### config.mk
export PLATFORM = sky130hd
export DESIGN_NAME = pms_top
export DESIGN_NICKNAME = d
export VERILOG_FILES = /design/src/logic/pms_pkg.sv /design/src/logic/pms_top.sv
export SDC_FILE = /design/constraint.sdc
export NUM_CORES = 1
export LEC_CHECK = 0
export BUFFER_PORTS_ARGS = -buffer_cell sky130_fd_sc_hd__buf_2
export CORE_UTILIZATION = 33
export CTS_CLUSTER_SIZE = 25
export DETAILED_ROUTE_END_ITERATION = 7
export SYNTH_ARGS = -nofsm -noshare
export SYNTH_HDL_FRONTEND = slang
export SYNTH_SLANG_ARGS = --single-unit
export TNS_END_PERCENT = 100
### constraint.sdc
create_clock -name MCLK_IN -period 4.7 [get_ports MCLK_IN]
set_input_delay 0.94 -clock MCLK_IN [delete_from_list [all_inputs] [get_ports MCLK_IN]]
set_output_delay 0.94 -clock MCLK_IN [all_outputs]
set_load 0.01 [all_outputs]
### src/logic/pms_pkg.sv
// constants, register map and types for the power mode sequencer
package pms_pkg;
    // register byte addresses
    localparam logic [7:0] ADDR_MODE_CTRL   = 8'h00;
    localparam logic [7:0] ADDR_LP_CTRL     = 8'h04;
    localparam logic [7:0] ADDR_CONV_CTRL   = 8'h08;
    localparam logic [7:0] ADDR_UV_CTRL     = 8'h0c;
    localparam logic [7:0] ADDR_FAULT_TIME  = 8'h10;
    localparam logic [7:0] ADDR_FAULT_LOG   = 8'h14;
    localparam logic [7:0] ADDR_STATUS      = 8'h18;
    localparam logic [7:0] ADDR_EVENT       = 8'h1c;
    localparam logic [7:0] ADDR_EVENT_MASK  = 8'h20;
    // mode control fields
    localparam int MODE_LP_REQ_BIT  = 0;
    localparam int MODE_BOOT_ACT    = 1;
    localparam int MODE_ONKEY_EXIT  = 2;
    localparam int MODE_GPI_LP_SEL  = 3;
    // low-power override fields
    localparam int LP_AUTO_FREQ_BIT = 0;
    localparam int LP_CONV_DIS_BIT  = 1;
    localparam int LP_IO_OFF_BIT    = 2;
    // converter control fields
    localparam int CONV_EN_BIT      = 0;
    localparam int CONV_MODE_BIT    = 1;
    localparam int CONV_IO_EN_BIT   = 2;
    // under-voltage field layout: crit [4:0], hyst [7:5], warn [10:8]
    localparam int UV_CRIT_LSB      = 0;
    localparam int UV_HYST_LSB      = 5;
    localparam int UV_WARN_LSB      = 8;
    // crit: 4.6 V + n*50 mV, default 5.0 V -> 8; hyst: 50 mV + n*50 mV, default 200 mV -> 3
    localparam logic [4:0] UV_CRIT_RESET = 5'h08;
    localparam logic [4:0] UV_CRIT_MAX   = 5'h1f;
    localparam logic [2:0] UV_HYST_RESET = 3'h3;
    localparam logic [2:0] UV_WARN_RESET = 3'h0;
    // fault log bits
    localparam int FLT_UV   = 0;
    localparam int FLT_TEMP = 1;
    localparam int FLT_OC   = 2;
    localparam int FLT_RAMP = 3;
    localparam int FLT_POR  = 4;
    localparam logic [4:0] FLT_RESET = 5'h10;
    // reset values
    localparam logic [3:0] MODE_RESET  = 4'h0;
    localparam logic [2:0] LP_RESET    = 3'h0;
    localparam logic [2:0] CONV_RESET  = 3'h5;
    localparam logic [7:0] FTIME_RESET = 8'h0a;
    // timing: 50 MHz clock, 1 ms tick for fault wait, debounce in cycles
    localparam int CLK_HZ          = 50_000_000;
    localparam int TICK_US         = 1000;
    localparam int TICK_CYCLES     = CLK_HZ / 1_000_000 * TICK_US;
    localparam int RAMP_MS         = 20;
    localparam int DEBOUNCE_US     = 10;
    localparam int DEBOUNCE_CYCLES = CLK_HZ / 1_000_000 * DEBOUNCE_US;
    localparam logic [31:0] DATA_ZERO = 32'h0000_0000;

    typedef enum logic [2:0] {
        PMS_OFF     = 3'b000,
        PMS_PDOWN   = 3'b001,
        PMS_LOAD    = 3'b010,
        PMS_ACTIVE  = 3'b011,
        PMS_LOWPWR  = 3'b100,
        PMS_FAULT   = 3'b101
    } pms_state_t;
endpackage : pms_pkg

### src/logic/pms_top.sv
// power mode sequencer: mode state machine, low-power overrides, supervision, APB registers
`timescale 1ns/100ps
module pms_top
    import pms_pkg::*;
(
    // clock and reset
    input  wire logic        MCLK_IN,
    input  wire logic        RESET_IN,
    // apb slave
    input  wire logic        PSEL_IN,
    input  wire logic        PENABLE_IN,
    input  wire logic        PWRITE_IN,
    input  wire logic [7:0]  PADDR_IN,
    input  wire logic [31:0] PWDATA_IN,
    output logic      [31:0] PRDATA_OUT,
    output logic             PREADY_OUT,
    output logic             PSLVERR_OUT,
    // supply and pins
    input  wire logic        CORE_RAIL_OK_IN,
    input  wire logic        ON_KEY_INPUT_N_IN,
    input  wire logic        GPI_LP_IN,
    input  wire logic        OTP_DONE_IN,
    // analogue supervision
    input  wire logic        UV_WARN_CMP_IN,
    input  wire logic        UV_CRIT_CMP_IN,
    input  wire logic        UV_RECOVER_CMP_IN,
    input  wire logic        CRITICAL_TEMP_BIT_CMP_IN,
    input  wire logic        CONV_ILIM_IN,
    input  wire logic        CONV_RAMP_OK_IN,
    // controls to analogue
    output logic             CORE_RESET_OUT,
    output logic             OTP_LOAD_OUT,
    output logic             CONV_ENABLE_OUT,
    output logic             CONV_AUTO_FREQ_OUT,
    output logic             OSC_REF_EN_OUT,
    output logic             IO_RAIL_EN_OUT,
    output logic             UV_CRIT_CMP_EN_OUT,
    output logic      [4:0]  UV_CRIT_LEVEL_OUT,
    output logic      [2:0]  UV_HYST_OUT,
    output logic      [2:0]  UV_WARN_LEVEL_OUT,
    output logic      [2:0]  MODE_OUT,
    output logic             INTERRUPT_OUTPUT_N_OUT
);
    pms_state_t state;
    pms_state_t next_state;
    logic [3:0]  mode_ctrl;
    logic [2:0]  lp_ctrl;
    logic [2:0]  conv_ctrl;
    logic [10:0] uv_ctrl;
    logic [7:0]  fault_time;
    logic [4:0]  fault_log;
    logic        ev_warn;
    logic        ev_mask;
    logic        on_key_q;
    logic [15:0] tick_cnt;
    logic [7:0]  ms_cnt;
    logic [9:0]  deb_cnt;
    logic        uv_crit;
    logic        uv_pending;

    // apb decode
    wire         wr_en  = PSEL_IN && PENABLE_IN && PWRITE_IN;
    function automatic logic hit(input logic [7:0] a, input logic [7:0] r);
        return a == r;
    endfunction : hit
    wire         wr_mode  = wr_en && hit(PADDR_IN, ADDR_MODE_CTRL);
    wire         wr_lp    = wr_en && hit(PADDR_IN, ADDR_LP_CTRL);
    wire         wr_conv  = wr_en && hit(PADDR_IN, ADDR_CONV_CTRL);
    wire         wr_uv    = wr_en && hit(PADDR_IN, ADDR_UV_CTRL);
    wire         wr_ftime = wr_en && hit(PADDR_IN, ADDR_FAULT_TIME);
    wire         wr_flog  = wr_en && hit(PADDR_IN, ADDR_FAULT_LOG);
    wire         wr_event = wr_en && hit(PADDR_IN, ADDR_EVENT);
    wire         wr_emask = wr_en && hit(PADDR_IN, ADDR_EVENT_MASK);
    wire         addr_ok  = hit(PADDR_IN, ADDR_MODE_CTRL) || hit(PADDR_IN, ADDR_LP_CTRL)
                            || hit(PADDR_IN, ADDR_CONV_CTRL) || hit(PADDR_IN, ADDR_UV_CTRL)
                            || hit(PADDR_IN, ADDR_FAULT_TIME) || hit(PADDR_IN, ADDR_FAULT_LOG)
                            || hit(PADDR_IN, ADDR_STATUS) || hit(PADDR_IN, ADDR_EVENT)
                            || hit(PADDR_IN, ADDR_EVENT_MASK);

    // supervision
    wire         supervising = (state == PMS_ACTIVE) || (state == PMS_LOWPWR);
    wire         crit_cmp_en = supervising && UV_WARN_CMP_IN;
    wire         tick        = (tick_cnt == 16'(TICK_CYCLES - 1));
    wire         ramp_run    = (state == PMS_ACTIVE) && conv_ctrl[CONV_EN_BIT] && !CONV_RAMP_OK_IN;
    wire         ramp_fail   = ramp_run && (ms_cnt >= 8'(RAMP_MS)) && tick;
    wire         fault_now   = uv_crit || CRITICAL_TEMP_BIT_CMP_IN || CONV_ILIM_IN || ramp_fail;
    wire         fault_cond  = uv_pending || CRITICAL_TEMP_BIT_CMP_IN;
    wire         wait_done   = (ms_cnt >= fault_time);
    wire         key_press   = on_key_q && !ON_KEY_INPUT_N_IN;
    wire         gpi_mode    = mode_ctrl[MODE_GPI_LP_SEL];
    wire         lp_want     = gpi_mode ? GPI_LP_IN : mode_ctrl[MODE_LP_REQ_BIT];
    wire         key_exit    = mode_ctrl[MODE_ONKEY_EXIT] && lp_ctrl[LP_IO_OFF_BIT] && key_press;

    // debounce of the critical comparator so short spikes never shut down
    always_ff @(posedge MCLK_IN) begin
        if (RESET_IN || !crit_cmp_en || !UV_CRIT_CMP_IN) begin
            deb_cnt <= '0;
        end else if (deb_cnt != 10'(DEBOUNCE_CYCLES)) begin
            deb_cnt <= deb_cnt + 10'h001;
        end
    end
    assign uv_crit = (deb_cnt == 10'(DEBOUNCE_CYCLES));

    // latched until input recovers above level plus hysteresis
    always_ff @(posedge MCLK_IN) begin
        if (RESET_IN) begin
            uv_pending <= 1'b0;
        end else if (uv_crit) begin
            uv_pending <= 1'b1;
        end else if (UV_RECOVER_CMP_IN) begin
            uv_pending <= 1'b0;
        end
    end

    // millisecond tick and counter for ramp and fault wait
    always_ff @(posedge MCLK_IN) begin
        if (RESET_IN || tick) begin
            tick_cnt <= '0;
        end else begin
            tick_cnt <= tick_cnt + 16'h0001;
        end
    end
    always_ff @(posedge MCLK_IN) begin
        if (RESET_IN || next_state != state || !(ramp_run || state == PMS_FAULT)) begin
            ms_cnt <= '0;
        end else if (tick && ms_cnt != 8'hff) begin
            ms_cnt <= ms_cnt + 8'h01;
        end
    end

    // mode state machine
    always_comb begin
        next_state = state;
        unique case (state)
            PMS_OFF:    next_state = CORE_RAIL_OK_IN ? (mode_ctrl[MODE_BOOT_ACT] ? PMS_LOAD : PMS_PDOWN) : PMS_OFF;
            PMS_PDOWN:  next_state = key_press ? PMS_LOAD : PMS_PDOWN;
            PMS_LOAD:   next_state = OTP_DONE_IN ? PMS_ACTIVE : PMS_LOAD;
            PMS_ACTIVE: begin
                if (fault_now) begin
                    next_state = PMS_FAULT;
                end else if (lp_want) begin
                    next_state = PMS_LOWPWR;
                end
            end
            PMS_LOWPWR: begin
                if (fault_now) begin
                    next_state = PMS_FAULT;
                end else if (!lp_want || key_exit) begin
                    next_state = PMS_ACTIVE;
                end
            end
            PMS_FAULT:  next_state = (wait_done && !fault_cond) ? PMS_LOAD : PMS_FAULT;
            default:    next_state = PMS_OFF;
        endcase
        if (!CORE_RAIL_OK_IN) begin
            next_state = PMS_OFF;
        end
    end
    always_ff @(posedge MCLK_IN) begin
        if (RESET_IN) begin
            state <= PMS_OFF;
        end else begin
            state <= next_state;
        end
    end
    always_ff @(posedge MCLK_IN) begin
        if (RESET_IN) begin
            on_key_q <= 1'b1;
        end else begin
            on_key_q <= ON_KEY_INPUT_N_IN;
        end
    end

    // configuration registers; stored values stay untouched by overrides
    always_ff @(posedge MCLK_IN) begin
        if (RESET_IN) begin
            mode_ctrl  <= MODE_RESET;
            lp_ctrl    <= LP_RESET;
            conv_ctrl  <= CONV_RESET;
            uv_ctrl    <= {UV_WARN_RESET, UV_HYST_RESET, UV_CRIT_RESET};
            fault_time <= FTIME_RESET;
            ev_mask    <= 1'b0;
        end else begin
            if (wr_mode) begin
                mode_ctrl <= PWDATA_IN[3:0];
            end else if (key_exit) begin
                mode_ctrl[MODE_LP_REQ_BIT] <= 1'b0;
            end
            if (wr_lp) begin
                lp_ctrl <= PWDATA_IN[2:0];
            end
            // all conv_ctrl writes are refused in fault recovery while over temperature
            if (wr_conv && !(state == PMS_FAULT && CRITICAL_TEMP_BIT_CMP_IN)) begin
                conv_ctrl <= PWDATA_IN[2:0];
            end
            if (wr_uv) begin
                uv_ctrl <= {PWDATA_IN[UV_WARN_LSB +: 3], PWDATA_IN[UV_HYST_LSB +: 3],
                            PWDATA_IN[UV_CRIT_LSB +: 5]};
            end
            if (wr_ftime) begin
                fault_time <= PWDATA_IN[7:0];
            end
            if (wr_emask) begin
                ev_mask <= PWDATA_IN[0];
            end
        end
    end

    // fault record: hardware set wins over write-one clear; only reset clears otherwise
    // temperature stays watched in recovery so a rise there is still logged
    wire       temp_watch = supervising || (state == PMS_FAULT);
    wire [4:0] flt_set = {1'b0, ramp_fail, CONV_ILIM_IN && supervising,
                          CRITICAL_TEMP_BIT_CMP_IN && temp_watch, uv_crit};
    wire [4:0] flt_clr = wr_flog ? PWDATA_IN[4:0] : 5'h00;
    always_ff @(posedge MCLK_IN) begin
        if (RESET_IN) begin
            fault_log <= FLT_RESET;
        end else begin
            fault_log <= (fault_log & ~flt_clr) | flt_set;
        end
    end

    // warning event: rising edge of warning comparator
    logic warn_q;
    always_ff @(posedge MCLK_IN) begin
        if (RESET_IN) begin
            warn_q  <= 1'b0;
            ev_warn <= 1'b0;
        end else begin
            warn_q  <= UV_WARN_CMP_IN && supervising;
            if ((UV_WARN_CMP_IN && supervising) && !warn_q) begin
                ev_warn <= 1'b1;
            end else if (wr_event && PWDATA_IN[0]) begin
                ev_warn <= 1'b0;
            end
        end
    end

    // outputs to the analogue: overrides applied only in low power
    wire in_lp   = (state == PMS_LOWPWR);
    wire conv_on = ((state == PMS_ACTIVE) && conv_ctrl[CONV_EN_BIT])
                   || (in_lp && conv_ctrl[CONV_EN_BIT] && !lp_ctrl[LP_CONV_DIS_BIT]);
    always_ff @(posedge MCLK_IN) begin
        if (RESET_IN) begin
            CONV_ENABLE_OUT    <= 1'b0;
            CONV_AUTO_FREQ_OUT <= 1'b0;
            IO_RAIL_EN_OUT     <= 1'b0;
            OSC_REF_EN_OUT     <= 1'b0;
        end else begin
            CONV_ENABLE_OUT    <= conv_on && !fault_now && next_state != PMS_FAULT;
            CONV_AUTO_FREQ_OUT <= conv_ctrl[CONV_MODE_BIT] || (in_lp && lp_ctrl[LP_AUTO_FREQ_BIT]);
            IO_RAIL_EN_OUT     <= (state == PMS_ACTIVE || in_lp) && conv_ctrl[CONV_IO_EN_BIT]
                                  && !(in_lp && lp_ctrl[LP_IO_OFF_BIT]);
            OSC_REF_EN_OUT     <= (state != PMS_PDOWN) && (state != PMS_OFF);
        end
    end
    assign CORE_RESET_OUT         = (state == PMS_OFF);
    assign OTP_LOAD_OUT           = (state == PMS_LOAD);
    assign UV_CRIT_CMP_EN_OUT     = crit_cmp_en;
    assign UV_CRIT_LEVEL_OUT      = uv_ctrl[UV_CRIT_LSB +: 5];
    assign UV_HYST_OUT            = uv_ctrl[UV_HYST_LSB +: 3];
    assign UV_WARN_LEVEL_OUT      = uv_ctrl[UV_WARN_LSB +: 3];
    assign MODE_OUT               = state;
    assign INTERRUPT_OUTPUT_N_OUT = !(ev_warn && !ev_mask);

    // apb read; zero wait states, unmapped address answers slverr
    wire [31:0] rd_mux =
        hit(PADDR_IN, ADDR_MODE_CTRL)  ? {28'h0, mode_ctrl} :
        hit(PADDR_IN, ADDR_LP_CTRL)    ? {29'h0, lp_ctrl} :
        hit(PADDR_IN, ADDR_CONV_CTRL)  ? {29'h0, conv_ctrl} :
        hit(PADDR_IN, ADDR_UV_CTRL)    ? {21'h0, uv_ctrl} :
        hit(PADDR_IN, ADDR_FAULT_TIME) ? {24'h0, fault_time} :
        hit(PADDR_IN, ADDR_FAULT_LOG)  ? {27'h0, fault_log} :
        hit(PADDR_IN, ADDR_STATUS)     ? {26'h0, CRITICAL_TEMP_BIT_CMP_IN, UV_WARN_CMP_IN && supervising, 1'b0, state} :
        hit(PADDR_IN, ADDR_EVENT)      ? {31'h0, ev_warn} :
        hit(PADDR_IN, ADDR_EVENT_MASK) ? {31'h0, ev_mask} : DATA_ZERO;
    assign PRDATA_OUT  = rd_mux;
    assign PREADY_OUT  = 1'b1;
    assign PSLVERR_OUT = PSEL_IN && PENABLE_IN && !addr_ok;

    a_fault_hold_off: assert property (@(posedge MCLK_IN) disable iff (RESET_IN)
        state == PMS_FAULT |=> !CONV_ENABLE_OUT) else $error("converter on in fault recovery");
    a_pdown_no_fault: assert property (@(posedge MCLK_IN) disable iff (RESET_IN)
        state == PMS_PDOWN |=> state != PMS_FAULT) else $error("fault entered from power-down");
    a_lp_io_off: assert property (@(posedge MCLK_IN) disable iff (RESET_IN)
        state == PMS_LOWPWR && lp_ctrl[LP_IO_OFF_BIT] |=> !IO_RAIL_EN_OUT) else $error("io rail on in low power");
    a_lp_autofreq: assert property (@(posedge MCLK_IN) disable iff (RESET_IN)
        state == PMS_LOWPWR && lp_ctrl[LP_AUTO_FREQ_BIT] |=> CONV_AUTO_FREQ_OUT) else $error("no auto freq");
    a_flog_sticky: assert property (@(posedge MCLK_IN) disable iff (RESET_IN)
        fault_log[FLT_OC] && !(wr_flog && PWDATA_IN[FLT_OC]) |=> fault_log[FLT_OC]) else $error("log lost");
    a_flog_clear: assert property (@(posedge MCLK_IN) disable iff (RESET_IN)
        wr_flog && PWDATA_IN[FLT_TEMP] && !flt_set[FLT_TEMP] |=> !fault_log[FLT_TEMP]) else $error("no w1c");
    a_load_first: assert property (@(posedge MCLK_IN) disable iff (RESET_IN)
        state != PMS_ACTIVE && next_state == PMS_ACTIVE |-> state == PMS_LOAD || state == PMS_LOWPWR)
        else $error("active without load");
    a_irq_warn: assert property (@(posedge MCLK_IN) disable iff (RESET_IN)
        $rose(ev_warn) && !ev_mask |-> !INTERRUPT_OUTPUT_N_OUT) else $error("irq missing");
    a_off_reset: assert property (@(posedge MCLK_IN) disable iff (RESET_IN)
        !CORE_RAIL_OK_IN |=> CORE_RESET_OUT) else $error("core not held in reset");
    c_lowpower: cover property (@(posedge MCLK_IN) state == PMS_ACTIVE ##1 state == PMS_LOWPWR);
    c_fault:    cover property (@(posedge MCLK_IN) state == PMS_FAULT ##1 state == PMS_LOAD);
    c_wake:     cover property (@(posedge MCLK_IN) state == PMS_PDOWN ##1 state == PMS_LOAD);
endmodule : pms_top

==> metrics.md, run 1 <==
| Metric | Value |
|---|---|
| Status | complete, no violations |
| Clock sinks | 80 |
| Gpl congestion | 0.863 |
| Worst R2R Path Depth | 6 |
| Worst setup EP type | output port |
| Vias in the first global route | 3629 |
| Clock tree buffer depth | 2 |
| Worst slack, placed | 0.983 ns |
| Die W | 117 um |
| Setup crit start | PADDR_IN[1] |
| Worst setup endpoint | PRDATA_OUT[1] |
| LEAKAGE | 1.91 nW |
| Flops & latches, synth | 80 |
| Hold Crit Class | flip-flop to flip-flop |
| VDD IR max | 154 uV |
| Fmax achieved | 0.271 GHz |
| Share of cells above drive strength 1 | 0.186 |
| DRT Wirelength | 11.2 mm |
| Number of hold buffers added after CTS | 0 |
| CTS clk-pin slew, worst paths | 0.06 ns |
| RSZ-0062 raised after global routing | no |
| Setup TNS | 0 ns |
| Hpwl dp | 8.14 mm |
| Antenna fix cells | 0 |
| CTS root buf | clkbuf_16 |
| # Max-Cap Violations | 0 |
| IO Pins | 111 |
| Final WS setup | 1.01 ns |
| Initial DRC count | 250 |
| Worst Path Max Fanout | 10 |
| First-pass GRT wire length | 18.5 mm |
| Clock Skews | 0.00560 ns |
| Cell variety after synth | 65 |
| Reg2Reg Launch Point | tick_cnt[0] |
| CP peak stage delay | 0.52 ns |
| Via count | 3879 |
| Crit path kind | input pin to output port |
| Avg Synthesized Cell Area | 8.54 um2 |
| DRC | 0 |
| Synthesis Warnings | 0 |
| Overall die area | 0.0138 mm2 |
| Crit-path slowest cell | nor3_1 |
| Pin count of the biggest net entering global routing | 41 |
| Wire length per cell | 15.0 um |
| Slew headroom | 0.305 |
| Grt ovf | 0 |
| Placeable Area | 0.0128 mm2 |
| Non-filler cells, final | 748 |
| Starting density of the core | 0.344 |
| Tot GR Track Use | 0.170 |
| Initial antenna violation count | 0 |
| Dominant synthesized flop cell | dfxtp_1 |
| CP Cell Sequence | buf_2, nor4_4, nand2_1, nor3_1, nand2_1, a31oi_1, buf_2 |
| Post-Syn Instances | 514 |
| Tcrit/Tclk final | 0.784 |
| Post-layout min period | 3.69 ns |
| Seq/Total Area, Yosys | 0.365 |
| Critical path required time | 3.76 ns |
| Final hold violations | 0 |
| Worst Hold Depth | 1 |
| Clock Latency Late Sink | 0.35 ns |
| H-Tree Depth | 3 |
| Pwr/cell area | 295 mW/mm2 |
| Port Buffers | 67 |
| CTS tree | built |
| Fraction of registers with async set/reset | 0 |
| DP Cell Count | 732 |
| Fin nets | 639 |
| TritonCTS buffer count | 9 |
| R2R setup slack | 2.13 ns |
| Commonest non-fill, non-tap cell in the layout | dfxtp_1 |
| Most frequent cells in the layout | dfxtp_1, nor2_1, buf_2 |
| Area delta synth->final | 16.0% |
| Standard-cell rows | 41 |
| Slew Viols, Final | 0 |
| R2R Path End | ms_cnt[1] |
| Setup-failing EPs final | 0 |
| Setup bufs post-CTS | 0 |
| Launching element type of the critical path | input pin |
| Worst-Margin Slew | 1.03 ns |
| Post-synth EDFFs | 0 |
| Mapped Area | 0.00439 mm2 |
| 1st-pass router iterations | 5 |
| DR vias/cell | 5.19 |
| Die H | 117 um |
| Antenna-violating nets left | 0 |
| PostCTS Resize Cnt | 0 |
| Critical Path AT | 2.75 ns |
## cells in the mapped netlist (3+ instances only)
library cell | n | area share
dfxtp_1 | 80 | 0.36
nor2_1 | 75 | 0.064
nand2_1 | 36 | 0.031
mux2i_1 | 28 | 0.064
a21oi_1 | 24 | 0.027
buf_4 | 24 | 0.041
inv_1 | 23 | 0.020
o21ai_0 | 19 | 0.022
nand3_1 | 17 | 0.019
xnor2_1 | 15 | 0.030
ha_1 | 13 | 0.037
nor3_1 | 12 | 0.014
clkbuf_1 | 11 | 0.0094
xor2_1 | 11 | 0.022
and3_1 | 10 | 0.014
nand4_1 | 10 | 0.014
and2_1 | 6 | 0.0086
o211ai_1 | 6 | 0.010
a2111oi_1 | 4 | 0.0091
a2111oi_2 | 4 | 0.014
a22oi_1 | 4 | 0.0068
a311oi_1 | 4 | 0.0080
a31oi_1 | 4 | 0.0057
buf_2 | 4 | 0.0046
nand3b_1 | 4 | 0.0068
nor4_1 | 4 | 0.0057
or3_1 | 4 | 0.0057
a32oi_1 | 3 | 0.0060
buf_1 | 3 | 0.0026
nand2b_1 | 3 | 0.0043
nor2b_1 | 3 | 0.0043
nor4b_1 | 3 | 0.0060
o22ai_1 | 3 | 0.0043
or2_2 | 3 | 0.0043
## cells by family after synthesis
logic type,share of synthesized area
other cells,0.00171
flops,0.365
mux,0.0690
compound gates,0.163
buf+inv,0.0772
simple gates,0.235
fa+ha+maj,0.0370
xor+xnor,0.0519
## worst min path at each step
stage | startpoint | to
after floorplan | tick_cnt[0] | tick_cnt[0]
after global placement | tick_cnt[0] | tick_cnt[0]
after detailed placement | tick_cnt[0] | tick_cnt[0]
after CTS | tick_cnt[0] | tick_cnt[0]
after global routing | fault_log[4] | fault_log[4]
final | tick_cnt[0] | tick_cnt[0]
## critical path: cells and delay by family
kind                   cells  cell delay, ns
AO/OA/AOI/OAI              1            0.16
buffers and inverters      2            0.26
AND/OR/NAND/NOR            4            1.38
## routing by layer
layer / up-vias / global-route usage / wire (um)
li1: 1902 / - / -
met1: 1821 / 0.219 / 5200
met2: 136 / 0.268 / 5140
met3: 20 / 0.0340 / 601
met4: 0 / 0.0828 / 261
met5: - / 0 / 0
## state kept, by name, summed over array words and instances (netlist names)
name and count:
CONV_AUTO_FREQ_OUT 1, OSC_REF_EN_OUT 1, mode_ctrl 4, on_key_q 1, tick_cnt 16, conv_ctrl 3, fault_log 5, uv_ctrl 11
MODE_OUT 3, deb_cnt 10, IO_RAIL_EN_OUT 1, ev_warn 1, lp_ctrl 3, ms_cnt 8, fault_time 8, ev_mask 1
uv_pending 1, warn_q 1, CONV_ENABLE_OUT 1
## layout make-up
type | instances | area [um2]
Sequential cell | 80 | 1600
Timing Repair Buffer | 68 | 343
Clock inverter | 6 | 67.6
Clock buffer | 10 | 239
Multi-Input combinational cell | 389 | 2540
Tap cell | 172 | 215
Inverter | 23 | 86.3
Fill cell | 1283 | 7680
## through the flow
stage / util / hold WS, ns / instance area [um2] / power, W
4_1_cts: 0.399 / 0.453 / 5090 / 0.00152
6_report: 0.399 / 0.456 / 5090 / 0.00150
3_3_place_gp: 0.375 / 0.432 / 4790 / 0.000784
5_1_grt: 0.399 / 0.482 / 5090 / 0.00155
3_5_place_dp: 0.375 / 0.444 / 4790 / 0.000785
2_1_floorplan: - / 0.418 / 4470 / 0.000763
## where the power goes
| part | internal [W] | total, W | switching [W] |
|---|---|---|---|
| clock | 0.000428 | 0.000733 | 0.000305 |
| sequential | 0.000682 | 0.000686 | 0.00000455 |
| combinational | 0.0000265 | 0.0000846 | 0.0000581 |
| total | 0.00114 | 0.00150 | 0.000368 |
Power figures use the tool's default switching activity.
==> inputs of run 2 (changes only) <==
Settings changed: ABC_AREA from default to 1.
Clock period 4.7 ns to 3.85 ns, I/O delays scaled along.
==> run 2 against run 1 <==
Effect of this change: die area shrank 3.6%; synthesized cell count rose by 16%; highest routed layer unchanged; critical endpoint unchanged; largest cell class unchanged; critical path type unchanged; clock-buffer cell count rose by 1; critical path depth up 2; routed wire length is 11% lower; first-iteration DRC count is 19% lower; hold slack got worse by 0.0039 ns.
==> metrics.md, run 2 <==
| Metric | Value |
|---|---|
| Status | complete, no violations |
| Simple-gate share of the synthesized area | 0.287 (+0.0521) |
| CP Cell Sequence | buf_2, nor2_1, nand2_1, nor3_1, inv_1, o21ai_1, nor3_1, o2111ai_1, buf_2 |
| Die W | 115 um (-1.8%) |
| Uppermost routed layer | met4 |
| Initial DRC count | 202 (-19%) |
| CTS clk-pin slew, worst paths | 0.05 ns (about the same) |
| Mux contribution to synthesized area | 0.00237 (-0.0666) |
| Number of hold buffers added after CTS | 0 (unchanged) |
| WHS | 0.452 ns (-0.00393 ns) |
| Fmax achieved | 0.329 GHz |
| Crit path kind | input pin to output port |
| Share of cells above drive strength 1 | 0.193 (+0.00677) |
| H-Tree Depth | 3 (unchanged) |
| Tot GR Track Use | 0.160 (-0.00951) |
| Largest area contributor in the netlist | dfxtp_1 |
| Largest cells by area after synthesis | dfxtp_1, nand2_1, inv_1 |
| Fin util | 0.404 (+0.00511) |
| LEAKAGE | 2.11 nW (+11%) |
| Post-layout min period | 3.04 ns |
| Antenna-violating nets left | 0 (unchanged) |
| Tcrit/Tclk final | 0.790 |
| WP buf/inv | 3 (+1) |
| TritonCTS buffer count | 9 (unchanged) |
| First-pass GRT wire length | 16.7 mm (-10%) |
| Initial antenna violation count | 1 (+1) |
| Largest regs | tick_cnt x16, uv_ctrl x11, deb_cnt x10 |
| Pwr/cell area | 353 mW/mm2 (+20%) |
| Max reg flops | 16 (unchanged) |
| Setup TNS | 0 ns (unchanged) |
| Area delta synth->final | 17.0% |
| Worst hold path endpoint | tick_cnt[0] |
| Filler cells | 1277 (-0.47%) |
| Mapped Area | 0.00423 mm2 (-3.6%) |
| Area fraction in compound gates after synthesis | 0.139 (-0.0243) |
| Starting density of the core | 0.345 (+0.00128) |
| Dominant synthesized flop cell | dfxtp_1 |
| DP Cell Count | 824 (+13%) |
| Setup crit start | PADDR_IN[1] |
| Worst Hold Depth | 1 (unchanged) |
| CTS tree | built |
| Worst-Margin Slew | 0.595 ns (-0.439 ns) |
| Worst R2R Path Depth | 12 (+6) |
| Metal2 WL | 4.51 mm (-12%) |
| Standard-cell rows | 40 (-2.4%) |
| Final hold violations | 0 (unchanged) |
| Slew Viols, Final | 0 (unchanged) |
| Die H | 115 um (-1.8%) |
| Pin count of the biggest net entering global routing | 30 (-27%) |
| Flops & latches, synth | 80 (unchanged) |
| Post-synth EDFFs | 0 (unchanged) |
| PostCTS Resize Cnt | 0 (unchanged) |
| R2R Path End | ms_cnt[0] |
| Critical Path AT | 2.27 ns (-0.48 ns) |
| Largest family of logic cells by synthesized area | simple AND/OR/NAND/NOR gates |
| Vias in the first global route | 3674 (+1.2%) |
| Avg Synthesized Cell Area | 7.09 um2 (-17%) |
| Met1 WL | 4.81 mm (-7.5%) |
| CTS root buf | clkbuf_16 |
| Hold Path Origin | tick_cnt[0] |
| R2R setup slack | 1.90 ns (-0.23 ns) |
| Setup bufs post-CTS | 0 (unchanged) |
| Post-Syn Instances | 597 (+16%) |
| Grt ovf | 0 (unchanged) |
| DRT Wirelength | 9.96 mm (-11%) |
| Worst setup EP type | output port |
| Clock Skews | 0.00658 ns (+0.000975 ns) |
| Gpl congestion | 0.862 (-0.16%) |
| Seq/Total Area, Yosys | 0.379 (+0.0138) |
| Reg2Reg Launch Point | MODE_OUT[0] |
| 1st-pass router iterations | 4 (-1) |
| Wire length per cell | 11.9 um (-21%) |
| Placeable Area | 0.0123 mm2 (-4.0%) |
| Met3 wire len | 530 um (-12%) |
| Clock tree buffer depth | 2 (unchanged) |
| Crit-path slowest cell | nor3_1 |
| VDD IR max | 220 uV (+43%) |
| Setup-failing EPs final | 0 (unchanged) |
| Clock Latency Late Sink | 0.33 ns (-0.02 ns) |
| Cell variety after synth | 43 (-34%) |
| Port Buffers | 67 (unchanged) |
| Commonest non-fill, non-tap cell in the layout | nand2_1 |
| DR vias/cell | 4.62 (-11%) |
| Worst Path Max Fanout | 6 (-4) |
| Hpwl dp | 7.79 mm (-4.3%) |
| Critical path required time | 3.08 ns (-0.68 ns) |
| Post-synthesis xor/xnor area fraction | 0.0228 (-0.0291) |
| Launching element type of the critical path | input pin |
| Hold Crit Class | flip-flop to flip-flop |
| Yosys top cell area share | 0.379 (+0.0138) |
| DRC | 0 (unchanged) |
| Fraction of registers with async set/reset | 0 (unchanged) |
| Clock sinks | 80 (unchanged) |
| Fin nets | 735 (+15%) |
| Slew headroom | 0.600 (+0.295) |
| Most frequent cells in the layout | nand2_1, dfxtp_1, inv_1 |
| Synth top cells by count | nand2_1, dfxtp_1, inv_1, nor2_1, a21oi_1 |
| Non-filler cells, final | 839 (+12%) |
| RSZ-0062 raised after global routing | no |
| IO Pins | 111 (unchanged) |
| Largest delay share family, worst path | simple AND/OR/NAND/NOR gates |
| Overall die area | 0.0133 mm2 (-3.6%) |
| Most common cell in the netlist | nand2_1 |
| # Max-Cap Violations | 0 (unchanged) |
| CP peak stage delay | 0.34 ns (-0.18 ns) |
| Synthesized-area fraction occupied by adder cells | 0.0385 (+0.00140) |
| Total power | 0.00175 W (+16%) |
| Synthesis Warnings | 0 (unchanged) |
| Largest reg by FF count | tick_cnt |
| Via count | 3875 (-0.10%) |
-- run 2: changes by cell type after synthesis, sizes merged, moves of 12 or more --
| cell | before | now |
|---|---|---|
| nand2 | 36 | 117 |
| inv | 23 | 87 |
| mux2i | 28 | 1 |
| a21oi | 24 | 44 |
| xnor2 | 15 | 3 |
-- run 2: cell families after synthesis --
group | count (synthesis)
AOI/OAI and AO/OA | 102
xor gates and xnor gates | 11
adders and majority gates | 13
buffers and inverters | 121
DFF | 80
muxes | 1
other | 2
and+or+nand+nor | 267
-- run 2: where the power goes --
part | leakage, nW | switching [W] | internal [W]
combinational | 1.32 | 0.0000568 | 0.0000266
sequential | 0.646 | 0.00000376 | 0.000833
clock | 0.141 | 0.000316 | 0.000512
total | 2.11 | 0.000377 | 0.00137
-- run 2: final cells by class --
| cell class | instances | area, um2 | share of cell area |
|---|---|---|---|
| clock inverter | 3 | 43.8 | 0.00885 |
| sequential | 80 | 1600 | 0.323 |
| multi-input combinational | 416 | 2150 | 0.435 |
| antenna | 1 | 2.50 | 0.000505 |
| inverter | 90 | 338 | 0.0682 |
| timing repair buffer | 70 | 358 | 0.0723 |
| tap | 168 | 210 | 0.0425 |
| clock buffer | 11 | 243 | 0.0490 |
-- run 2: how the worst max path moves through the flow --
stage | to | slack [ns] | cells past startpoint
floorplan | PRDATA_OUT[1] | 1.32 | 7
global placement | PRDATA_OUT[1] | 0.82 | 9
detailed placement | PRDATA_OUT[1] | 0.83 | 9
CTS | PRDATA_OUT[1] | 0.83 | 9
global route | PRDATA_OUT[3] | 0.68 | 7
finish | PRDATA_OUT[1] | 0.81 | 9
-- run 2: metrics by stage --
| stage | instance area, um2 | setup WS (ns) |
|---|---|---|
| floorplan | 4310 | 1.32 |
| global placement | 4660 | 0.819 |
| detailed placement | 4660 | 0.832 |
| CTS | 4950 | 0.830 |
| global route | 4950 | 0.675 |
| finish | 4950 | 0.809 |
-- run 2: routing by layer --
metal  up-vias  global-route usage
met5         -                   0
met4         0              0.0606
met3        10              0.0380
met2       100               0.271
met1      1730               0.198
li1       2035                   -
